File: config.mk
export PLATFORM = sky130hd
export DESIGN_NAME = sbp_gpio_port
export DESIGN_NICKNAME = d
export VERILOG_FILES = /design/src/hw/sbp_gpio_pkg.sv /design/src/hw/sbp_gpio_port.sv
export SDC_FILE = /design/constraint.sdc
export NUM_CORES = 1
export LEC_CHECK = 0
export BUFFER_PORTS_ARGS = -buffer_cell sky130_fd_sc_hd__buf_2
export CAP_MARGIN = 20
export CELL_PAD_IN_SITES_DETAIL_PLACEMENT = 0
export CELL_PAD_IN_SITES_GLOBAL_PLACEMENT = 1
export CORE_UTILIZATION = 37
export DETAILED_ROUTE_END_ITERATION = 8
export GPL_TIMING_DRIVEN = 0
export PLACE_DENSITY_LB_ADDON = 0.3
export SLEW_MARGIN = 20
export SYNTH_ARGS = -nofsm -noshare
export SYNTH_HDL_FRONTEND = slang
export SYNTH_SLANG_ARGS = --single-unit
File: constraint.sdc
create_clock -name clk -period 2.96 [get_ports clk]
set_input_delay 0 -clock clk [delete_from_list [all_inputs] [get_ports clk]]
set_output_delay 0 -clock clk [all_outputs]
set_load 0.03 [all_outputs]
File: src/hw/sbp_gpio_pkg.sv
package sbp_gpio_pkg;
    // -----------------------------------------------------------------
    // Register indices, byte address is four times the index
    // -----------------------------------------------------------------
    localparam logic [7:0] IDX_DATA = 8'h05;    // Pin data / output latch
    localparam logic [7:0] IDX_INTCTL = 8'h0B;  // Interrupt control
    localparam logic [7:0] IDX_OPTION = 8'h81;  // Option, global pull-up
    localparam logic [7:0] IDX_DIR = 8'h85;     // Direction bits
    localparam logic [7:0] IDX_PULLUP = 8'h95;  // Pull-up enable bits
    localparam logic [7:0] IDX_CHGEN = 8'h96;   // Change enable bits
    localparam logic [7:0] IDX_ANALOG = 8'h9F;  // Analog select
    // -----------------------------------------------------------------
    // Field positions and masks
    // -----------------------------------------------------------------
    localparam int PIN_W = 6;                   // Implemented pins
    localparam int IN_ONLY_PIN = 3;             // Input only pin
    localparam int BIT_GLB_IRQ = 7;             // Global irq enable
    localparam int BIT_PORT_IRQ = 3;            // Port change irq enable
    localparam int BIT_PORT_FLAG = 0;           // Port change flag
    localparam int BIT_PULL_DIS = 7;            // Global pull-up disable
    localparam logic [5:0] PULLUP_MASK = 6'h37; // Pins with a pull-up
    localparam logic [5:0] IN_ONLY_MASK = 6'h08;// Input only pin mask
    // -----------------------------------------------------------------
    // Reset values
    // -----------------------------------------------------------------
    localparam logic [5:0] RST_DIR = 6'h3F;
    localparam logic [5:0] RST_PULLUP = 6'h37;
    localparam logic [5:0] RST_CHGEN = 6'h00;
    localparam logic [5:0] RST_LATCH = 6'h00;
    localparam logic [7:0] RST_OPTION = 8'hFF;
    localparam logic [3:0] RST_ANALOG = 4'hF;
    localparam logic [5:0] RST_SYNC = 6'h00;
endpackage

File: src/hw/sbp_gpio_port.sv
// Overview of operation
// - Six pins, bits 7-6 read zero
// - Direction one tri-states the driver
// - Direction zero drives the output latch
// - Pin 3 input only, direction reads one
// - Reads return pins, writes set latch
// - Writes store modified value into latch
// - Pin 3 reads zero under master clear
// - Analog pins read zero
// - Direction still drives analog pins
// - Enabled peripheral takes over its pin, except pin 3
// - Pull-ups on pins 5,4,2,1,0 only
// - Output pins lose their pull-up
// - Global control gates all pull-ups
// - Six change enables, reset cleared
// - Mismatch against last data access sets flag
// - Persisting mismatch keeps setting flag
// - Data access relatches, software clears flag
// - Port change can wake from sleep
// - Change during read may be lost
// - Core interrupt needs global enable
// - Global pull-up disable, zero enables
// - Flag sticky until software clears
// - Separate enable gates change interrupt
//
// Our own choice: the Wishbone slave port.
`timescale 1ns/1ps
`default_nettype none
module sbp_gpio_port #(
    parameter int ADR_W = 10
) (
    input wire logic clk,
    input wire logic reset_n,
    input wire logic wbCyc,
    input wire logic wbStb,
    input wire logic wbWe,
    input wire logic [ADR_W-1:0] wbAdr,
    input wire logic [3:0] wbSel,
    input wire logic [31:0] wbDatW,
    output logic [31:0] wbDatR,
    output logic wbAck,
    input wire logic [sbp_gpio_pkg::PIN_W-1:0] padIn,
    output logic [sbp_gpio_pkg::PIN_W-1:0] padOut,
    output logic [sbp_gpio_pkg::PIN_W-1:0] padOe_n,
    output logic [sbp_gpio_pkg::PIN_W-1:0] pullUpOn,
    input wire logic [sbp_gpio_pkg::PIN_W-1:0] periphOwn,
    input wire logic [sbp_gpio_pkg::PIN_W-1:0] periphOut,
    input wire logic [sbp_gpio_pkg::PIN_W-1:0] periphOe_n,
    input wire logic masterClearPinEnable,
    output logic irqRequest,
    output logic wakeRequest
);
    import sbp_gpio_pkg::*;

    // -----------------------------------------------------------------
    // Register state
    // -----------------------------------------------------------------
    // Bus side
    logic ack_q;                       // Bus acknowledge
    logic [31:0] rdat_q;               // Captured read data

    // Software visible configuration
    logic [5:0] latch_q;               // Output data latch
    logic [5:0] dir_q;                 // Direction bits
    logic [5:0] pullUpEn_q;            // Pull-up enable bits
    logic [5:0] changeEn_q;            // Change enable bits
    logic [7:0] option_q;              // Option register
    logic [3:0] analogSel_q;           // Analog select bits
    logic globalIrqEn_q;               // Global irq enable
    logic portIrqEn_q;                 // Port change irq enable

    // Pin sampling and change detection
    logic flag_q;                      // Port change flag
    logic [5:0] syncA_q;               // Synchroniser stage one
    logic [5:0] syncB_q;               // Synchroniser stage two
    logic [5:0] ref_q;                 // Value latched at last data access

    // Decoded and combinational values
    logic [5:0] analog;                // Pins in analog mode
    logic [5:0] mismatch;              // Enabled pins that differ
    logic [5:0] pinRead;               // Masked port read value
    logic [7:0] idx;                   // Register index
    logic access;                      // Access completes this edge
    logic wrLo;                        // Write using the low byte lane

    // -----------------------------------------------------------------
    // Helpers
    // -----------------------------------------------------------------
    // Zero-extend a six-bit field to a bus word
    function automatic logic [31:0] ext6(input logic [5:0] v);
        ext6 = {26'h0000000, v};
    endfunction

    // Index hit for a completing access
    function automatic logic hit(input logic [7:0] i);
        hit = access && (idx == i);
    endfunction

    // -----------------------------------------------------------------
    // Bus decode
    // -----------------------------------------------------------------
    // Word index from the byte address
    assign idx = wbAdr[9:2];

    // Access completes at the edge where ack is high
    assign access = wbCyc && wbStb && ack_q;

    // Only the low byte lane carries register bits
    assign wrLo = wbWe && wbSel[0];

    // Analog select bits map onto pins 0,1,2 and 4
    assign analog = {1'b0, analogSel_q[3], 1'b0, analogSel_q[2:0]};

    // Port read: pins, analog and master clear masked
    always_comb begin
        pinRead = syncB_q & ~analog;
        // Master clear owns the input only pin
        if (masterClearPinEnable) begin
            pinRead[IN_ONLY_PIN] = 1'b0;
        end
    end

    // -----------------------------------------------------------------
    // Wishbone slave
    // -----------------------------------------------------------------
    // Ack one cycle after the request, dropped the next cycle
    always_ff @(posedge clk) begin
        if (!reset_n) begin
            ack_q <= 1'b0;
        end else begin
            ack_q <= wbCyc && wbStb && !ack_q;
        end
    end

    // Read data captured as ack rises, unmapped reads zero
    always_ff @(posedge clk) begin
        if (!reset_n) begin
            rdat_q <= 32'h00000000;
        end else if (wbCyc && wbStb && !ack_q) begin
            case (idx)
                IDX_DATA: rdat_q <= ext6(pinRead);
                IDX_DIR: rdat_q <= ext6(dir_q | IN_ONLY_MASK);
                IDX_PULLUP: rdat_q <= ext6(pullUpEn_q & PULLUP_MASK);
                IDX_CHGEN: rdat_q <= ext6(changeEn_q);
                IDX_OPTION: rdat_q <= {24'h000000, option_q};
                IDX_ANALOG: rdat_q <= {28'h0000000, analogSel_q};
                IDX_INTCTL: begin
                    rdat_q <= 32'h00000000;
                    rdat_q[BIT_GLB_IRQ] <= globalIrqEn_q;
                    rdat_q[BIT_PORT_IRQ] <= portIrqEn_q;
                    rdat_q[BIT_PORT_FLAG] <= flag_q;
                end
                default: rdat_q <= 32'h00000000;
            endcase
        end
    end

    assign wbAck = ack_q;
    assign wbDatR = rdat_q;

    // -----------------------------------------------------------------
    // Configuration registers
    // -----------------------------------------------------------------
    // Output latch takes the modified value the core writes
    always_ff @(posedge clk) begin
        if (!reset_n) begin
            latch_q <= RST_LATCH;
        end else if (hit(IDX_DATA) && wrLo) begin
            latch_q <= wbDatW[5:0];
        end
    end

    // Direction bits, pin 3 held as input
    always_ff @(posedge clk) begin
        if (!reset_n) begin
            dir_q <= RST_DIR;
        end else if (hit(IDX_DIR) && wrLo) begin
            dir_q <= wbDatW[5:0] | IN_ONLY_MASK;
        end
    end

    // Pull-up enables, pin 3 not implemented
    always_ff @(posedge clk) begin
        if (!reset_n) begin
            pullUpEn_q <= RST_PULLUP;
        end else if (hit(IDX_PULLUP) && wrLo) begin
            pullUpEn_q <= wbDatW[5:0] & PULLUP_MASK;
        end
    end

    // Change enables, cleared at reset
    always_ff @(posedge clk) begin
        if (!reset_n) begin
            changeEn_q <= RST_CHGEN;
        end else if (hit(IDX_CHGEN) && wrLo) begin
            changeEn_q <= wbDatW[5:0];
        end
    end

    // Option register, global pull-up disable sets at reset
    always_ff @(posedge clk) begin
        if (!reset_n) begin
            option_q <= RST_OPTION;
        end else if (hit(IDX_OPTION) && wrLo) begin
            option_q <= wbDatW[7:0];
        end
    end

    // Analog select bits
    always_ff @(posedge clk) begin
        if (!reset_n) begin
            analogSel_q <= RST_ANALOG;
        end else if (hit(IDX_ANALOG) && wrLo) begin
            analogSel_q <= wbDatW[3:0];
        end
    end

    // Interrupt enables
    always_ff @(posedge clk) begin
        if (!reset_n) begin
            globalIrqEn_q <= 1'b0;
            portIrqEn_q <= 1'b0;
        end else if (hit(IDX_INTCTL) && wrLo) begin
            globalIrqEn_q <= wbDatW[BIT_GLB_IRQ];
            portIrqEn_q <= wbDatW[BIT_PORT_IRQ];
        end
    end

    // -----------------------------------------------------------------
    // Pin drivers and pull-ups
    // -----------------------------------------------------------------
    // Peripheral owns pin when enabled, else latch and direction; pin 3 always tri-stated
    always_comb begin
        for (int i = 0; i < PIN_W; i++) begin
            if (periphOwn[i]) begin
                padOut[i] = periphOut[i];
                padOe_n[i] = periphOe_n[i];
            end else begin
                padOut[i] = latch_q[i];
                padOe_n[i] = dir_q[i];
            end
        end
        padOut[IN_ONLY_PIN] = 1'b0;
        padOe_n[IN_ONLY_PIN] = 1'b1;
    end

    // Pull-up only for inputs and with global enable
    assign pullUpOn = pullUpEn_q & PULLUP_MASK & dir_q
        & {PIN_W{!option_q[BIT_PULL_DIS]}};

    // -----------------------------------------------------------------
    // Pin synchroniser and change detection
    // -----------------------------------------------------------------
    // Two flip-flop synchroniser on the pads
    // Only stage two feeds reads and compares
    always_ff @(posedge clk) begin
        if (!reset_n) begin
            syncA_q <= RST_SYNC;
            syncB_q <= RST_SYNC;
        end else begin
            syncA_q <= padIn;
            syncB_q <= syncA_q;
        end
    end

    // Reference relatched on any data access
    always_ff @(posedge clk) begin
        if (!reset_n) begin
            ref_q <= RST_SYNC;
        end else if (hit(IDX_DATA)) begin
            ref_q <= syncB_q;
        end
    end

    assign mismatch = (syncB_q ^ ref_q) & changeEn_q;

    // Sticky flag, a standing mismatch wins over the clear
    // Clear takes effect only when no enabled pin differs
    always_ff @(posedge clk) begin
        if (!reset_n) begin
            flag_q <= 1'b0;
        end else if (|mismatch) begin
            flag_q <= 1'b1;
        end else if (hit(IDX_INTCTL) && wrLo && !wbDatW[BIT_PORT_FLAG]) begin
            flag_q <= 1'b0;
        end
    end

    // Interrupt and wake requests
    // Wake needs only the port enable, the core also the global one
    assign wakeRequest = flag_q && portIrqEn_q;
    assign irqRequest = flag_q && portIrqEn_q && globalIrqEn_q;
endmodule
`default_nettype wire

==> impl_metrics.csv <==
group,metric,value,unit
layout,stdcell_area,3960,sq um
die,rows,32,
die,core_region_area,7890,sq um
global_route,busiest_layer,"met2",
global_route,grtUsageMet2,0.309,
yosys,synth.top_cell.area_share,0.408,
cts,cts_root_buf,"clkbuf_8",
routing,ant_nets,0,
layout,area_delta_synth_final,28.2,%
min_path,min_path_cells,3,
die,die_h,93.4,um
sta,hold_ws,0.0148,ns
routing,vias,2769,
sta,finalMaxSlewViolations,0,
setup_path,cp.required,3.18,ns
global_route,grt_pass1_wl,13000,um
setup_path,rrSetupSlack,1.06,ns
placement,dpl_worst_slack,1.08,ns
placement,placed_area,3640,sq um
placement,dp_hpwl,6110,um
setup_path,crit_fanout,6,
cts,clkSlewWorstSetupHoldPaths,0.07,ns
cts,cts_tree,"done",
min_path,hold_end,"analogSel_q[0]",
cts,htreeDepth,3,
setup_path,reg2reg_from,"wbAck",
yosys,synth-seq-cells,63,
pwr,power.density,465,nW/um^2
placement,place_congestion,0.930,
layout,n_fill_cell,816,
die,start_util,0.392,
sta,min_period_over_period,0.643,
sta,final.min_clock_period,1.90,ns
die,dieArea,8730,sq um
sta,maxSlewHeadroom,0.573,
pwr,p_seq_frac,0.469,
sta,setup_tns,0,ns
pwr,intPower,0.00136,W
global_route,grt_overflow_total,0,
layout,n_antenna_cell,0,
layout,drive_gt1_frac,0.288,
setup_path,timing.rr.end,"pullUpEn_q[2]",
global_route,grt_pass1_vias,2560,
yosys,synth_edf_count,0,
yosys,avgSynthCellArea,8.88,sq um
routing,firstDrtPassIters,5,
die,ios,129,
routing,drt-initial-drc-count,150,
setup_path,cp-start-kind,"flip-flop",
yosys,ys_top_cells_by_area,"dfxtp_1 41%, mux2i_1 10%, buf_4 6.6%, nand2_1 6.6%, mux2_2 4.0%",
pwr,p_comb_frac,0.131,
cts,clk_latency,0.35,ns
global_route,grt_util_met1,0.265,
global_route,antenna_found_initial,0,
yosys,synth_area_leader_cell,"dfxtp_1",
setup_path,crit_type,"flip-flop to flip-flop",
setup_path,reg2regPathDepth,5,
cts,clock-sinks,63,
pwr,p_leak,1.86,nW
placement,numPortBuffers,66,
setup_path,cp_data_arrival_time,2.12,ns
yosys,ys_warn_count,0,
setup_path,cp-end-kind,"flip-flop",
die,die_w,93.4,um
yosys,syn_inst,348,
sta,layout_setup_ws,1.06,ns
yosys,synthArstFlopShare,0,
outcome,status,"finished clean",
run,cap_viol_max_count,0,
cts,numCtsBuffers,9,
sta,fmax,525,MHz
sta,hold_viol,0,
routing,wl_per_cell,14.6,um
pwr,swShare,0.261,
global_route,grt_use_total,0.202,
layout,finalNetCount,539,
yosys,ys_seq_area_frac,0.408,
global_route,use_met3,0.0675,
pwr,clkPwrFrac,0.399,
yosys,synth_cell_types,48,
routing,via_per_inst,4.86,
yosys,syn_area,3090,sq um
cts,clk_path_buf_depth,2,
pwr,fin_total_pwr,0.00184,W
pwr,ir_worst_vdd,0.231,mV
yosys,ys.flop_type,"dfxtp_1",
cts,ctsResizeCount,0,
sta,rsz0062_at_grt,"no",
pwr,p_sw,0.000481,W
min_path,min-delay-start,"wbDatW[0]",
routing,drc,0,
sta,setup_viol,0,
sta,clock_skew,0.0116,ns
global_route,grt_max_degree,11,
cts,post-cts-setup-buffers,0,
sta,tightest_slew,0.641,ns
min_path,hold_path_class,"primary input to flip-flop",
routing,drt_wl_total,8310,um
state kept, by name, summed over array words and instances, names as in the netlist:
| name | flops |
|---|---|
| pullUpEn_q | 5 |
| globalIrqEn_q | 1 |
| option_q | 8 |
| changeEn_q | 6 |
| wbAck | 1 |
| wbDatR | 8 |
| syncA_q | 6 |
| flag_q | 1 |
| syncB_q | 6 |
| ref_q | 6 |
| analogSel_q | 4 |
| portIrqEn_q | 1 |
| latch_q | 5 |
| dir_q | 5 |
kinds of logic after synthesis:
group,synth area share
other cells,0.00243
xor+xnor,0.0198
mux,0.140
simple gates,0.226
compound gates,0.104
flops,0.408
buf+inv,0.0995
per-layer routing:
| layer | routed length (um) | share of wire |
|---|---|---|
| met1 | 3950 | 0.47 |
| met2 | 3580 | 0.43 |
| met5 | 0 | 0 |
| met4 | 99 | 0.012 |
| met3 | 684 | 0.082 |
cell usage after synthesis (all sizes together) (3+ instances only):
master	count
xor2	6
nor3	3
o211ai	4
nand2	55
o21ai	7
a221oi	4
a21oi	14
mux2	11
buf	34
nand3	18
dfxtp	63
mux2i	31
clkbuf	11
inv	3
a32oi	4
nor2	31
and2	13
and3	7
cell usage in the layout, fill, tap and decap left out, drive strengths merged, types with 2 or more instances in the layout:
cell	netlist	final
buf	34	100
dfxtp	63	63
nand2	55	55
nor2	31	31
mux2i	31	31
conb	2	27
clkbuf	11	23
nand3	18	18
a21oi	14	14
and2	13	13
dlygate4sd3	0	13
mux2	11	11
and3	7	7
o21ai	7	7
xor2	6	6
o211ai	4	4
a221oi	4	4
a32oi	4	4
clkinv	1	4
inv	3	3
nor3	3	3
and4b	2	2
a32o	2	2
a22o	2	2
a31oi	2	2
timing repair:
action,4_1_cts,5_1_grt
setup endpoints to repair,0,0
hold buffers,13,0
hold endpoints to repair,28,0
area by class of cell:
type / instances / area [sq um] / share of cell area
Inverter: 4 / 15.0 / 0.00379
Timing Repair Buffer: 79 / 460 / 0.116
Tap cell: 102 / 128 / 0.0322
Clock buffer: 12 / 145 / 0.0366
Buffer: 45 / 293 / 0.0739
Clock inverter: 4 / 45.0 / 0.0114
Multi-Input combinational cell: 261 / 1620 / 0.408
Sequential cell: 63 / 1260 / 0.318
worst max-delay path by stage:
stage | endpoint | slack [ns] | start
2_1_floorplan | pullUpEn_q[0] | 1.18 | wbAck
3_3_place_gp | pullUpEn_q[1] | 1.09 | wbAck
3_5_place_dp | pullUpEn_q[5] | 1.08 | wbAck
4_1_cts | pullUpEn_q[2] | 1.06 | wbAck
5_1_grt | pullUpEn_q[4] | 0.88 | wbAck
6_report | pullUpEn_q[2] | 1.06 | wbAck
power by group through the flow:
stage,Sequential (W),Combinational [W],Clock [W]
4_1_cts,0.000865,0.000241,0.000745
5_1_grt,0.000865,0.000261,0.000787
2_1_floorplan,0.000890,0.000150,0
3_3_place_gp,0.000884,0.000226,0
6_report,0.000865,0.000242,0.000735
3_5_place_dp,0.000884,0.000227,0
worst max-delay path: stages (launching register included):
cell and delay [ns]:
dfxtp_1 0.35, and3_1 0.20, nand3_1 0.29, nor3_2 0.62, mux2i_1 0.26, nand2_1 0.06
through the flow:
step / cells / utilization
global placement: 541 / 0.462
floorplan: 373 / -
global route: 570 / 0.503
detailed placement: 541 / 0.462
finish: 570 / 0.503
CTS: 570 / 0.503
Power figures use the tool's default switching activity.
